### src/core/pbus_host_map.svh
// Constants for the parallel peripheral bus host controller
`ifndef PBUS_HOST_MAP_SVH
`define PBUS_HOST_MAP_SVH

`define DATA_W 8
`define ADDR_W 16
`define CLK_PERIOD_NS 10
// Reset hold time in microseconds and derived cycle count
`define RESET_HOLD_US 100
`define RESET_HOLD_CYCLES ((`RESET_HOLD_US * 1000 + `CLK_PERIOD_NS - 1) / `CLK_PERIOD_NS)
// Phase lengths in cycles: select setup, strobe width, strobe hold under select
`define SETUP_CYCLES 2
`define STROBE_CYCLES 4
`define HOLD_CYCLES 2
`define CNT_W 14
`define RESET_CNT_ZERO 14'h0000

`endif

### src/core/pbus_host_pkg.sv
// Types for the parallel peripheral bus host controller
package pbus_host_pkg;
	typedef enum logic [2:0] {
		ST_RESET,
		ST_IDLE,
		ST_SETUP,
		ST_STROBE,
		ST_HOLD,
		ST_DONE
	} state_e;
	typedef enum logic {
		SPACE_MEMORY,
		SPACE_PORT
	} space_e;
endpackage : pbus_host_pkg

### src/core/pbus_host.sv
// Host controller that drives a peripheral over the 8-bit parallel strobe bus
// Functional notes
// - Select envelopes every read or write strobe
// - Write data valid before strobe, held after
// - Reset held low at least 100 us
// - Select registered from the access state, not decoded from the address bus
// - Strobes may be memory or port pair
`timescale 1ns/1ps
`default_nettype none
`include "pbus_host_map.svh"

module pbus_host #(
	parameter int unsigned RESET_HOLD = `RESET_HOLD_CYCLES // Bus reset hold in cycles
) (
	input wire logic clock, // System clock
	input wire logic rst_n, // Synchronous reset, active low
	input wire logic req_valid, // Access request
	output logic req_ready, // Request accepted this cycle
	input wire logic req_write, // 1 write, 0 read
	input wire logic req_space, // 0 memory strobes, 1 port strobes
	input wire logic [`ADDR_W-1:0] req_addr, // Device register address
	input wire logic [`DATA_W-1:0] req_wdata, // Write data
	output logic resp_valid, // Access finished pulse
	output logic [`DATA_W-1:0] resp_rdata, // Read data
	input wire logic bus_reset_req, // Request to reset the device
	output logic bus_reset_n, // Device reset, active low
	output logic chip_select_n, // Device select, active low
	output logic memory_fetch_strobe_n, // Memory read strobe
	output logic memory_store_strobe_n, // Memory write strobe
	output logic port_fetch_strobe_n, // Port read strobe
	output logic port_store_strobe_n, // Port write strobe
	output logic [`ADDR_W-1:0] addr_out, // Address to device
	input wire logic [`DATA_W-1:0] data_lines_in, // Data bus sampled level
	output logic [`DATA_W-1:0] data_lines_out, // Data bus drive value
	output logic data_lines_oe_n, // Data bus drive enable, low drives
	input wire logic addr_buffer_direction, // Device address buffer direction
	input wire logic addr_buffer_output_enable, // Device address buffer enable
	output logic addr_bus_released // Host floats its address, device masters
);
	pbus_host_pkg::state_e state_reg, state_next;
	logic [`CNT_W-1:0] cnt_reg, cnt_next;
	logic write_reg, write_next;
	logic space_reg, space_next;
	logic [`ADDR_W-1:0] addr_reg, addr_next;
	logic [`DATA_W-1:0] wdata_reg, wdata_next;
	logic [`DATA_W-1:0] rdata_reg, rdata_next;
	logic resp_reg, resp_next;
	logic dma_own;

	localparam logic [`CNT_W-1:0] RESET_LAST = `CNT_W'(RESET_HOLD - 1);
	localparam logic [`CNT_W-1:0] SETUP_LAST = `CNT_W'(`SETUP_CYCLES - 1);
	localparam logic [`CNT_W-1:0] STROBE_LAST = `CNT_W'(`STROBE_CYCLES - 1);
	localparam logic [`CNT_W-1:0] HOLD_LAST = `CNT_W'(`HOLD_CYCLES - 1);

	// Device asserts buffer enable with direction out while it masters the address
	assign dma_own = addr_buffer_output_enable & addr_buffer_direction;

	always_comb begin
		state_next = state_reg;
		cnt_next = cnt_reg;
		write_next = write_reg;
		space_next = space_reg;
		addr_next = addr_reg;
		wdata_next = wdata_reg;
		rdata_next = rdata_reg;
		resp_next = 1'b0;
		unique case (state_reg)
			pbus_host_pkg::ST_RESET: begin
				// Hold bus reset for the minimum time
				if (cnt_reg >= RESET_LAST && !bus_reset_req) begin
					state_next = pbus_host_pkg::ST_IDLE;
					cnt_next = `RESET_CNT_ZERO;
				end else if (cnt_reg < RESET_LAST) begin
					cnt_next = cnt_reg + `CNT_W'(1);
				end
			end
			pbus_host_pkg::ST_IDLE: begin
				if (bus_reset_req) begin
					state_next = pbus_host_pkg::ST_RESET;
					cnt_next = `RESET_CNT_ZERO;
				end else if (req_valid && !dma_own) begin
					state_next = pbus_host_pkg::ST_SETUP;
					cnt_next = `RESET_CNT_ZERO;
					write_next = req_write;
					space_next = req_space;
					addr_next = req_addr;
					wdata_next = req_wdata;
				end
			end
			pbus_host_pkg::ST_SETUP: begin
				if (cnt_reg == SETUP_LAST) begin
					state_next = pbus_host_pkg::ST_STROBE;
					cnt_next = `RESET_CNT_ZERO;
				end else begin
					cnt_next = cnt_reg + `CNT_W'(1);
				end
			end
			pbus_host_pkg::ST_STROBE: begin
				if (cnt_reg == STROBE_LAST) begin
					state_next = pbus_host_pkg::ST_HOLD;
					cnt_next = `RESET_CNT_ZERO;
					// Sample read data just before the strobe rises
					if (!write_reg) begin
						rdata_next = data_lines_in;
					end
				end else begin
					cnt_next = cnt_reg + `CNT_W'(1);
				end
			end
			pbus_host_pkg::ST_HOLD: begin
				if (cnt_reg == HOLD_LAST) begin
					state_next = pbus_host_pkg::ST_DONE;
					cnt_next = `RESET_CNT_ZERO;
				end else begin
					cnt_next = cnt_reg + `CNT_W'(1);
				end
			end
			pbus_host_pkg::ST_DONE: begin
				state_next = pbus_host_pkg::ST_IDLE;
				resp_next = 1'b1;
			end
		endcase
	end

	always_ff @(posedge clock) begin
		if (!rst_n) begin
			state_reg <= pbus_host_pkg::ST_RESET;
			cnt_reg <= `RESET_CNT_ZERO;
			write_reg <= 1'b0;
			space_reg <= 1'b0;
			addr_reg <= '0;
			wdata_reg <= '0;
			rdata_reg <= '0;
			resp_reg <= 1'b0;
		end else begin
			state_reg <= state_next;
			cnt_reg <= cnt_next;
			write_reg <= write_next;
			space_reg <= space_next;
			addr_reg <= addr_next;
			wdata_reg <= wdata_next;
			rdata_reg <= rdata_next;
			resp_reg <= resp_next;
		end
	end

	// Pins to the device leave flip-flops so select and strobes never glitch
	logic bus_reset_n_reg, bus_reset_n_next;
	logic select_n_reg, select_n_next;
	logic [3:0] strobes_n_reg, strobes_n_next;
	logic drive_n_reg, drive_n_next;

	// True while select must be held low around the strobe
	function automatic logic in_access_phase(input pbus_host_pkg::state_e st);
		return (st == pbus_host_pkg::ST_SETUP) || (st == pbus_host_pkg::ST_STROBE) ||
			(st == pbus_host_pkg::ST_HOLD);
	endfunction : in_access_phase

	// Active-low strobes ordered memory fetch, memory store, port fetch, port store
	function automatic logic [3:0] strobe_pattern_n(
		input logic strobe,
		input logic write,
		input logic space
	);
		logic [3:0] one_hot;
		one_hot = strobe ? (4'h8 >> {space, write}) : 4'h0;
		return ~one_hot;
	endfunction : strobe_pattern_n

	always_comb begin
		bus_reset_n_next = (state_next != pbus_host_pkg::ST_RESET);
		select_n_next = !in_access_phase(state_next);
		strobes_n_next = strobe_pattern_n(state_next == pbus_host_pkg::ST_STROBE, write_next,
			space_next);
		drive_n_next = !(in_access_phase(state_next) && write_next);
	end

	always_ff @(posedge clock) begin
		if (!rst_n) begin
			bus_reset_n_reg <= 1'b0;
			select_n_reg <= 1'b1;
			strobes_n_reg <= 4'hF;
			drive_n_reg <= 1'b1;
		end else begin
			bus_reset_n_reg <= bus_reset_n_next;
			select_n_reg <= select_n_next;
			strobes_n_reg <= strobes_n_next;
			drive_n_reg <= drive_n_next;
		end
	end

	assign req_ready = (state_reg == pbus_host_pkg::ST_IDLE) && !bus_reset_req && !dma_own;
	assign resp_valid = resp_reg;
	assign resp_rdata = rdata_reg;
	assign bus_reset_n = bus_reset_n_reg;
	// Select is a steady level that opens before and closes after the strobe
	assign chip_select_n = select_n_reg;
	assign memory_fetch_strobe_n = strobes_n_reg[3];
	assign memory_store_strobe_n = strobes_n_reg[2];
	assign port_fetch_strobe_n = strobes_n_reg[1];
	assign port_store_strobe_n = strobes_n_reg[0];
	assign addr_out = addr_reg;
	assign addr_bus_released = dma_own;
	// Write data driven for the whole select window, covering both strobe edges
	assign data_lines_out = wdata_reg;
	assign data_lines_oe_n = drive_n_reg;
endmodule : pbus_host
`default_nettype wire

### config.mk
export PLATFORM = sky130hd
export DESIGN_NAME = pbus_host
export DESIGN_NICKNAME = d
export VERILOG_FILES = /design/src/core/pbus_host_pkg.sv /design/src/core/pbus_host.sv
export VERILOG_INCLUDE_DIRS = /design/src /design/src/core
export SDC_FILE = /design/constraint.sdc
export NUM_CORES = 1
export LEC_CHECK = 0
export ABC_CLOCK_PERIOD_IN_PS = 5400
export BUFFER_PORTS_ARGS = -buffer_cell sky130_fd_sc_hd__buf_2
export CORE_AREA = 2 2 64 111
export CTS_BUF_LIST = sky130_fd_sc_hd__clkbuf_4
export DETAILED_ROUTE_END_ITERATION = 12
export DIE_AREA = 0 0 66 113
export HOLD_SLACK_MARGIN = 0.15
export MAX_ROUTING_LAYER = met4
export PLACE_DENSITY = 0.62
export SLEW_MARGIN = 20
export SYNTH_ARGS = -nofsm -noshare
export SYNTH_HDL_FRONTEND = slang
export SYNTH_SLANG_ARGS = --single-unit
### constraint.sdc
create_clock -name clock -period 5.4 [get_ports clock]
set_input_delay 0.27 -clock clock [delete_from_list [all_inputs] [get_ports clock]]
set_output_delay 0.27 -clock clock [all_outputs]
set_load 0.005 [all_outputs]
Word level (Yosys, flattened, before mapping)
Cells that the tools add are included.
{ "classes": {"n_addsub": 1, "n_mul": 0, "div_mod_pow": 0, "n_lt_le_gt_ge": 2, "eq_ne": 12, "shifts": 1, "muxes": 22, "bitwise": 4, "n_reduce_logical": 18} }
{ "ops": {"columns": ["operator", "count"], "rows": [
  ["$mux W14", 6],
  ["$pmux W14 S4", 1],
  ["$mux W3", 6],
  ["$pmux W3 S6", 1],
  ["$add A14 B1 Y14 const B", 1],
  ["$eq A14 B1 Y1 const B", 1],
  ["$eq A14 B2 Y1 const B", 1],
  ["$ge A14 B14 Y1 const B", 1],
  ["$lt A14 B14 Y1 const B", 1],
  ["$eq A3 B2 Y1 const B", 4],
  ["$eq A3 B3 Y1 const B", 3],
  ["$reduce_and A3 Y1", 3],
  ["$mux W1", 7],
  ["$ne A3 B3 Y1 const B", 2],
  ["$logic_and A1 B1 Y1", 5],
  ["$logic_not A1 Y1", 4],
  ["$mux W4", 1],
  ["$not A4 Y4", 1],
  ["$reduce_bool A4 Y1", 1],
  ["$shr A4 B2 Y4 const A", 1],
  ["$eq A3 B1 Y1 const B", 1],
  ["$logic_not A3 Y1", 1],
  ["$reduce_bool A3 Y1", 1],
  ["$logic_or A1 B1 Y1", 2],
  ["other kinds (3)", 4]
]} }
{ "totals": {"register_bits": 59, "latchBits": 0, "ramBits": 0, "romBits": 0, "inputBits": 40, "output_inout_bits": 42, "mem_count": 0} }

Logic depth before layout (Yosys ltp)
Gate-level depths: netlist (run 1).
{ "logic_depth": {"ltp_word": 11, "ltp_mapped": 8} }

Least setup slack after synthesis (run 1)
Ideal clock, no wire load.
{ "synth_timing": {"kind": "register to register", "start": "reg cnt_reg[4]", "end": "reg cnt_reg[1]", "setup_ns": 0.067, "arrival_time_ns": 1.928, "setup_slack_ns": 3.405, "stages_incl_launch_ff": 7, "path_cell_list": "dfxtp_1 -> or4_4 -> o211ai_2 -> a21oi_2 -> o32a_1 -> a211o_1 -> a21oi_2"} }
{ "synth_between": {"elab_chain_len": 4, "word_cells_on_any_way": 11, "classes_between": "order compare: 2; eq/ne: 3; mux: 4; reduce/logical: 2"} }
{ "synth_lines": {"columns": ["item", "line_no", "source"], "rows": [
  ["start: declaration", "pbus_host.sv:41", "logic [`CNT_W-1:0] cnt_reg, cnt_next;"],
  ["start signal: assignment", "pbus_host.sv:128", "cnt_reg <= `RESET_CNT_ZERO;"],
  ["start signal: assignment", "pbus_host.sv:137", "cnt_reg <= cnt_next;"],
  ["$ge A14 B14 Y1", "pbus_host.sv:70", "if (cnt_reg >= RESET_LAST && !bus_reset_req) begin"],
  ["$logic_and A1 B1 Y1", "pbus_host.sv:70", null],
  ["$mux W14 or $ne A3 B3 Y1 (tied branches)", null, null],
  ["$pmux W14 S4 or $reduce_and A3 Y1 (tied branches)", null, null]
]} }
Parallel ways exist; a longest one is shown, timed or not.
A chain may end at the register's enable or synchronous reset.

Final worst setup path (run 1)
{ "layout_timing": {"start": "reg cnt_reg[0]", "end": "reg cnt_reg[9]"} }
{ "layout_between": {"elab_chain_len": 4, "word_cells_on_any_way": 13, "classes_between": "add/sub: 1; order compare: 2; eq/ne: 3; mux: 5; reduce/logical: 2"} }
{ "layout_lines": {"columns": ["item", "line_no"], "rows": [
  ["$add A14 B1 Y14 or $ge A14 B14 Y1 (tied branches)", null],
  ["$mux W14 or $logic_and A1 B1 Y1 (tied branches)", "pbus_host.sv:73, pbus_host.sv:70"],
  ["$mux W14 or $ne A3 B3 Y1 (tied branches)", null],
  ["$pmux W14 S4 or $reduce_and A3 Y1 (tied branches)", null]
]} }
Parallel ways exist; a longest one is shown, timed or not. The select of a mux whose other input is x is not followed.

==> results.md, run 1 <==
- Status: completed
- Yosys cell types: 43
- Register area: 1180 um2
- Crit Path Max Fanout: 11
- Hold buffer count at cts: 34
- Worst-skew pair later-pin latency: 0.41 ns
- # fillers: 601
- Reg2reg path depth: 7
- Static leakage: 1.45 nW
- Worst Path Required: 5.71 ns
- Synthesized flop and latch total: 59
- Num CTS Buffers: 9
- CTS H-tree lvls: 3
- Post-Syn Area: around 2500 um2
- CP top delay family: simple AND/OR/NAND/NOR gates
- Pin count of the biggest net entering global routing: 40
- Hold Crit Class: primary input to flop
- # DRC: 0
- Period minus WS final: 2.42 ns
- Measured slew at the worst slew-check pin: 0.823 ns
- Fmax: 414 MHz
- First-pass GRT wire length: approximately 11000 um
- Row count: 39
- Final hold violation count: 0
- Die Area: 7460 um2
- Crit path kind: flop to flop
- Ant. Diodes: 0
- Area post-placement: 3020 um2
- Die Span Y: 113 um
- Initial DRC count: 154
- Clock sink total: 59
- Pwr Density: 227 nW/um2
- Number of global-route vias before repair: 2472
- Final Slew Violations: 0
- HPWL after DPL: 4720 um
- Max transition margin: 44.7%
- Clock Path Buffers: 2
- WP buf/inv: 1
- Area leader, netlist: dfxtp_1
- Initial Utilization: ~39%
- Syn Nets: 362
- Nets@finish: 476
- Number of synthesized flops with an enable pin: 0
- GRT Overall Usage: 19.8%
- Design area: 3490 um2
- Final wirelength: roughly 7000 um
- Layout Skew: 0.00623 ns
- DRT antenna net count: 0
- Cell count after synthesis: 320
- Die W: 66 um
- Register area share after synthesis: between 40% and 50%
- Fraction of registers with async set/reset: 0%
- Worst slack on hold paths: ~0.19 ns
- Worst hold path depth: 3
- Slowest-stage cell, CP: a31oi_1
- Setup Fix Bufs, Post-CTS: 0
- Critical path depth: 7
- Top_reg_cell synth: dfxtp_1
- Antenna violations before repair: 0
- Endpoints failing setup: 0
- Area growth, synth to finish: 36.8%
- Core region area: 6540 um2
- Clock tree from TritonCTS: built
- Crit-path cells: ha_1 > and3_1 > o2111ai_1 > a31oi_1 > nor3_1 > buf_4 > nor4_1
- Worst path max stage delay: 0.52 ns
- GP Congestion: 0.803
- Share of cells above drive strength 1: roughly a quarter
- Synth Warn #: 0
- Area contributors post-synth: dfxtp_1 (46%), nand2_1 (11%), a21oi_1 (6.9%)
- Vias per cell: 5.13
- Startpoint types: flop
- Max FFs per register: 16
- CP endpoint kind: flop
- DR WL/cell: approximately 13 um
- Post-synth top area share: between 40% and 50%
- Multi-input logic area: 1290 um2
- Vias: about 2.7k
- Fin crit share: 44.7%
- IO Pins: between 80 and 90
- Most common cell after layout, fill and taps aside: buf_2
- CTS root buf: clkbuf_4
- RSZ-0062 raised after global routing: false
- TritonRoute pass-1 iters: 5
- Worst Path Arrival: between 2 and 3 ns
- Resized cells post-CTS: 0
- # port buffers: 81
- Commonest cells after routing, fill and taps aside: buf_2 (81), nand2_1 (77), dfxtp_1 (59)
- Max cap viols: 0
- Worst IR Drop VDD: 0.134 mV
- Setup TNS: 0 ns
- Gr ovfl total: 0
- Synthesized area per cell: 7.96 um2
- Reg clk slew, reported paths: 0.09 ns
- Total power: between 0.7 and 0.8 mW
-- worst min-delay path, cell delays in order --
cell and delay, ns:
buf_2 0.08, mux2i_1 0.07, nor2_1 0.13
-- report_power, final --
| group | internal (mW) | switching [mW] | leakage, nW |
|---|---|---|---|
| Clock | 0.146 | 0.150 | 0.0718 |
| Sequential | 0.437 | 0.00301 | 0.476 |
| Combinational | 0.0327 | 0.0222 | 0.905 |
-- cells by family (layout without fill, tap and decap cells) --
family	count (synthesis)	count (layout)	share of synthesized area [%]
AO/OA/AOI/OAI	82	82	19.5
XOR/XNOR	1	1	0.344
adder cells (fa/ha/maj)	2	2	0.982
buffers and inverters	21	139	3.49
flip-flops	59	59	46.4
multiplexers	2	2	0.786
AND/OR/NAND/NOR	153	153	28.5
-- cell type report --
cell class / count / area share, %
clock buffer: 11 / 2.37
clock inverter: 4 / 1.22
inverter: 6 / 0.646
multi-input combinational: 240 / 36.9
sequential: 59 / 33.9
tap: 82 / 2.94
timing repair buffer: 118 / 22.0
-- path summary, 6_finish.rpt --
check	endpoint	start	slack, ns
worst max-delay path	cnt_reg[9]	cnt_reg[0]	2.98
worst min register to register	resp_rdata[5]	resp_rdata[5]	0.45
worst min-delay path	write_reg	req_write	0.19
worst max register to register	cnt_reg[9]	cnt_reg[0]	2.98
-- synth_stat cells (2+ instances only) --
library cell / number
nor2b_1: 2
dfxtp_1: 59
a21oi_2: 2
o22ai_1: 2
and3_1: 9
a211oi_1: 2
nor3_1: 15
buf_2: 2
ha_1: 2
and2_1: 5
nor2_1: 12
nand4_1: 3
nand3_1: 14
a211o_1: 2
or2_2: 3
mux2i_1: 2
nor4_1: 5
a21oi_1: 35
inv_1: 6
nand2b_1: 3
nand2_1: 77
a31oi_1: 3
o21ai_0: 23
a31o_2: 2
clkbuf_1: 12
-- routing by layer --
metal | part of all wire, % | GRT usage (%)
met4 | 1.9 | 10.6
met3 | 5.9 | 4.97
met1 | 39 | 20.8
met2 | 53 | 33.3
met5 | 0 | -
-- through the flow --
step | std cells | util (%) | setup WS [ns]
finish | 520 | 53.3 | 2.98
floorplan | 320 | - | 3.41
global route | 520 | 53.3 | 2.62
CTS | 520 | 53.3 | 2.97
detailed placement | 471 | 46.2 | 3.04
global placement | 471 | 46.2 | 3.08
No activity file was read; power rests on OpenSTA's default activity.
==> inputs of run 2 (changes only) <==
--- a/config.mk
+++ b/config.mk
@@ -6,7 +6,7 @@
 export SDC_FILE = /design/constraint.sdc
 export NUM_CORES = 1
 export LEC_CHECK = 0
-export ABC_CLOCK_PERIOD_IN_PS = 5400
+export ABC_CLOCK_PERIOD_IN_PS = 2160
 export BUFFER_PORTS_ARGS = -buffer_cell sky130_fd_sc_hd__buf_2
 export CORE_AREA = 2 2 64 111
 export CTS_BUF_LIST = sky130_fd_sc_hd__clkbuf_4
@@ -14,7 +14,7 @@
 export DIE_AREA = 0 0 66 113
 export HOLD_SLACK_MARGIN = 0.15
 export MAX_ROUTING_LAYER = met4
-export PLACE_DENSITY = 0.62
+export PLACE_DENSITY = 0.64
 export SLEW_MARGIN = 20
 export SYNTH_ARGS = -nofsm -noshare
 export SYNTH_HDL_FRONTEND = slang
==> constraint.sdc (replaced) <==
create_clock -name clock -period 2.16 [get_ports clock]
set_input_delay 0.108 -clock clock [delete_from_list [all_inputs] [get_ports clock]]
set_output_delay 0.108 -clock clock [all_outputs]
set_load 0.005 [all_outputs]
==> results.md, run 2 (synthesis gave the netlist of run 1 again) <==
- CP endpoint kind: flop
- Die W: approximately 66 um
- Worst IR Drop VDD: 0.231 mV
- Period minus WS final: about 2.1 ns
- Pin count of the biggest net entering global routing: 31
- Clock Path Buffers: 2
- Clock tree from TritonCTS: built
- Worst path max stage delay: 0.55 ns
- Startpoint types: flop
- Combinational share of power: 7.7%
- DRT antenna net count: 0
- TritonRoute pass-1 iters: 4
- GRT Overall Usage: 21.4%
- Initial Utilization: about two fifths
- Initial DRC count: 125
- Design area: ~3700 um2
- Reg clk slew, reported paths: 0.09 ns
- Vias per cell: 5.12
- Crit path kind: flop to flop
- Cells after DPL: between 400 and 500
- Worst slack on hold paths: 0.202 ns
- Max FFs per register: 16
- CTS H-tree lvls: 3
- RSZ-0062 raised after global routing: true
- Endpoints failing setup: 0
- # port buffers: 81
- Final hold violation count: 0
- Hold Crit Class: primary input to flop
- Final Slew Violations: 0
- HPWL after DPL: slightly above 5000 um
- IO Pins: 82
- Most common cell after layout, fill and taps aside: buf_2
- Pre-CTS WS: 0.0220 ns
- Num CTS Buffers: 9
- Fin crit share: 97.8%
- Die Area: about 7500 um2
- Crit Path Max Fanout: 3
- Total power: 2.00 mW
- P_sw: 0.462 mW
- # fillers: 600
- # DRC: 0
- DR WL/cell: ~14 um
- P_int: 1.54 mW
- Number of global-route vias before repair: 2684
- Static leakage: 1.58 nW
- Setup TNS: 0 ns
- Worst Path Arrival: between 2 and 2.5 ns
- Vias: 2778
- Fmax: between 400 and 500 MHz
- Layout Skew: 0.0118 ns
- Clock Power Share: 37.5%
- First-pass GRT wire length: 11900 um
- Fin util: 57.3%
- Commonest cells after routing, fill and taps aside: buf_2 (81), nand2_1 (76), dfxtp_1 (57)
- GP Congestion: between 0.8 and 0.9
- Measured slew at the worst slew-check pin: 0.482 ns
- Slowest-stage cell, CP: or4_4
- Nets@finish: roughly 500
- CTS root buf: clkbuf_4
- Flop pwr share: 54.8%
- Area growth, synth to finish: 47.1%
- WP buf/inv: 1
- Max cap viols: 0
- Crit-path cells: or4_4 > o211ai_4 > a32oi_2 > buf_4 > o32a_1 > a211o_1 > a21oi_2
- Ant. Diodes: 0
- Clock sink total: 59
- Die Span Y: 113 um
- Status: completed
- Worst-skew pair later-pin latency: 0.40 ns
- Row count: 39
- Gr ovfl total: 0
- Final wirelength: 7400 um
- Worst Path Required: roughly 2.5 ns
- Antenna violations before repair: 0
- Non-filler cells, final: 543
- Final WS setup: between 0.04 and 0.05 ns
- Area post-placement: 3180 um2
- Sw Ratio: 23.1%
- Pwr Density: 535 nW/um2
- Core region area: roughly 6500 um2
- Max transition margin: between 60% and 70%
- CP top delay family: compound AO/OA/AOI/OAI gates
- Share of cells above drive strength 1: 31.5%
run 2: layout make-up:
type	instances	area (um2)	area share, %
Multi-Input combinational cell	240	1360	36.2
Sequential cell	59	1180	31.6
Timing Repair Buffer	140	948	25.3
Tap cell	82	103	2.74
Clock buffer	10	75.1	2.00
Clock inverter	6	56.3	1.50
Inverter	6	22.5	0.601
run 2: worst paths after layout:
path,startpoint,end,slack (ns),depth (start not counted)
worst max register to register,cnt_reg[4],cnt_reg[1],0.05,7
worst max-delay path,cnt_reg[4],cnt_reg[1],0.05,7
worst min register to register,data_lines_out[0],data_lines_out[0],0.45,2
worst min-delay path,req_valid,state_reg[1],0.20,4
run 2: worst register-to-register path: cells and delay by family, from the launching register on:
kind                   cells  cell delay (ns)
AO/OA/AOI/OAI              5             1.00
buffers and inverters      1             0.15
flip-flops                 1             0.34
AND/OR/NAND/NOR            1             0.55
run 2: layer usage:
metal / part of all wire [%] / GRT usage [%] / vias up
met5: 0 / - / -
met4: 3.7 / 11.0 / 0
met3: 6.0 / 6.36 / 23
met2: 52 / 37.8 / 95
met1: 38 / 20.5 / 1252
li1: - / - / 1408
run 2: power groups by stage:
stage,clock network (mW),registers (mW),logic [mW]
final,0.751,1.10,0.154
after global routing,0.830,1.10,0.168
after CTS,0.776,1.10,0.147
after detailed placement,0,1.12,0.0977
after global placement,0,1.12,0.0973
after floorplan,0,1.12,0.0388
run 2: timing repair:
action                                  4_1_cts  5_1_grt
setup buffers                                 0        1
endpoints found under the setup margin        0       17
gates resized for setup                       0       14
hold buffers                                 35        0
hold endpoints to repair                     41        0
==> inputs of run 3 (changes only) <==
--- a/config.mk
+++ b/config.mk
@@ -6,15 +6,15 @@
 export SDC_FILE = /design/constraint.sdc
 export NUM_CORES = 1
 export LEC_CHECK = 0
+export ABC_AREA = 1
 export ABC_CLOCK_PERIOD_IN_PS = 2160
 export BUFFER_PORTS_ARGS = -buffer_cell sky130_fd_sc_hd__buf_2
-export CORE_AREA = 2 2 64 111
+export CORE_AREA = 2 2 66 114
 export CTS_BUF_LIST = sky130_fd_sc_hd__clkbuf_4
 export DETAILED_ROUTE_END_ITERATION = 12
-export DIE_AREA = 0 0 66 113
+export DIE_AREA = 0 0 68 116
 export HOLD_SLACK_MARGIN = 0.15
-export MAX_ROUTING_LAYER = met4
-export PLACE_DENSITY = 0.64
+export PLACE_DENSITY_LB_ADDON = 0.08
 export SLEW_MARGIN = 20
 export SYNTH_ARGS = -nofsm -noshare
 export SYNTH_HDL_FRONTEND = slang
==> results.md, run 3 <==
- DRT antenna net count: 0
- Fin crit share: 94.7%
- Pwr Density: 794 nW/um2
- Crit path kind: flop to flop
- Syn Nets: 441
- Most common cell after layout, fill and taps aside: nand2_1
- Number of global-route vias before repair: 2915
- Die W: ~68 um
- Number of synthesized flops with an enable pin: 0
- Initial DRC count: 134
- GP Congestion: 0.922
- Vias: 2990
- Post-synth top area share: 43.8%
- Die Span Y: around 120 um
- Post-Syn Area: 2700 um2
- Most frequent cell after synthesis: nand2_1
- Share of cells above drive strength 1: 21.9%
- Area post-placement: 3190 um2
- # port buffers: just over 80
- Max FFs per register: 16
- Core region area: about 6900 um2
- Final WS setup: 0.115 ns
- RR Endpoint: resp_rdata[4]
- Area leader, netlist: dfxtp_1
- RSZ-0062 raised after global routing: false
- Max cap viols: 0
- Worst IR Drop VDD: 0.529 mV
- Worst hold start: req_valid
- Period minus WS final: 2.04 ns
- Die Area: 7890 um2
- Top_reg_cell synth: dfxtp_1
- Layout Skew: around 0.016 ns
- Fraction of registers with async set/reset: 0%
- Nets@finish: 580
- DR WL/cell: 12.7 um
- Status: completed
- Hold Crit Class: primary input to flop
- Slowest-stage cell, CP: dlygate4sd3_1
- Cell count after synthesis: ~400
- Critical R2R Launch: state_reg[0]
- Reg2reg path depth: 7
- Register area share after synthesis: 43.8%
- Synth Warn #: 0
- Pin count of the biggest net entering global routing: 25
- HPWL after DPL: 5330 um
- Area contributors post-synth: dfxtp_1 (44%), nand2_1 (12%), nor2_1 (12%)
- Num CTS Buffers: 9
- Crit Path Max Fanout: 9
- Synth cell count leaders: nand2_1 (88), nor2_1 (87), dfxtp_1 (59)
- Vias per cell: 4.77
- Worst-skew pair later-pin latency: 0.43 ns
- Clock sink total: a little under 60
- Clock tree from TritonCTS: built
- Row count: 40
- # DRC: 0
- Setup TNS: 0 ns
- Startpoint types: flop
- Worst path max stage delay: 0.57 ns
- Pre-CTS WS: 0.252 ns
- Antenna violations before repair: 0
- CTS root buf: clkbuf_4
- Crit-path cells: nand2_1 > nor2_2 > nand4_1 > buf_4 > o21ai_0 > dlygate4sd3_1 > nor2_1
- Synthesized area per cell: 6.76 um2
- GRT Overall Usage: 22.0%
- Multi-input logic area: 1320 um2
- Worst hold path depth: 6
- TritonRoute pass-1 iters: 4
- Endpoints failing setup: 0
- Register area: about 1200 um2
- Worst slack on hold paths: 0.270 ns
- CP endpoint kind: flop
- Clock Path Buffers: 2
- Worst reg2reg setup slack: roughly 0.12 ns
- Area growth, synth to finish: 46.5%
- Final hold violation count: 0
- Measured slew at the worst slew-check pin: 0.563 ns
- Ant. Diodes: 0
- Initial Utilization: 39.1%
- Max transition margin: between 60% and 70%
- First-pass GRT wire length: 13000 um
- Total power: 3.14 mW
- CP top delay family: buffers and inverters
- Worst Path Arrival: 2.37 ns
- CTS H-tree lvls: 3
- Worst Path Required: ~2.5 ns
- Gr ovfl total: 0
- Static leakage: a little over 2 nW
- Commonest cells after routing, fill and taps aside: nand2_1 (88), nor2_1 (84), buf_2 (81)
- Final Slew Violations: 0
- Final wirelength: slightly below 8000 um
- IO Pins: slightly above 80
- WP buf/inv: 2
- Worst Hold End: strobes_n_reg[1]
- Reg clk slew, reported paths: about 0.11 ns
- Design area: 3950 um2
- Fmax: between 400 and 500 MHz
- # fillers: 684
- Synthesized flop and latch total: 59
- Yosys cell types: 29
## run 3: cell count changes in the layout (fill, tap and decap cells not counted), sizes merged, moves of 17 or more
cell         change
a21oi           -25
o21ai           +19
inv             +38
buf             -19
nor2            +78
nand3           +17
dlygate4sd3     +18
## run 3: per-stage QoR
step           util, %  instances
2_1_floorplan        -        399
3_3_place_gp      46.2        557
3_5_place_dp      46.2        557
4_1_cts           56.8        626
5_1_grt           57.2        627
6_report          57.2        627
## run 3: layer usage
metal	share of wire (%)	track usage [%]	up-vias
li1	-	-	1539
met1	40	23.8	1363
met2	55	39.0	78
met3	3.6	6.21	10
met4	1.4	9.07	0
met5	0	0	-
## run 3: power by group
part | switching, mW | internal, mW
clock | 0.422 | 0.708
combinational | 0.442 | 0.316
sequential | 0.0716 | 1.18
total | 0.936 | 2.20
## run 3: worst register-to-register path: stages, from the launching register on
cell,delay [ns]
dfxtp_1,0.44
nand2_1,0.13
nor2_2,0.25
nand4_1,0.14
buf_4,0.19
o21ai_0,0.19
dlygate4sd3_1,0.57
nor2_1,0.04
## run 3: cell families (layout without fill, tap and decap cells)
kind of cell	after synthesis	after routing	synth area share [%]
compound gates	55	55	10.8
buf+inv	55	199	7.97
xor+xnor	5	5	1.62
simple gates	222	222	34.5
fa+ha+maj	2	2	0.927
mux	1	1	0.371
flops	59	59	43.8
## run 3: layout make-up
class / instances / area share (%)
multi-input cells: 285 / 33.4
flip-flops and latches: 59 / 29.9
repair buffers: 139 / 24.7
inverters: 44 / 4.18
clock inverters: 6 / 3.23
well taps: 84 / 2.66
clock buffers: 10 / 1.90
## run 3: repair_timing
action	in CTS	in global routing
setup buffers	0	1
hold buffers	53	0
endpoints found under the hold margin	42	0
gates resized for setup	0	9
endpoints found under the setup margin	0	19
## run 3: how the worst max path moves through the flow
stage	start	cells after the start	endpoint	slack, ns
detailed placement	cnt_reg[0]	10	cnt_reg[6]	0.25
floorplan	cnt_reg[1]	10	chip_select_n	0.59
global placement	cnt_reg[1]	10	cnt_reg[5]	0.29
global route	state_reg[2]	8	strobes_n_reg[3]	0.004
CTS	state_reg[2]	8	strobes_n_reg[3]	0.04
finish	state_reg[0]	7	resp_rdata[4]	0.12
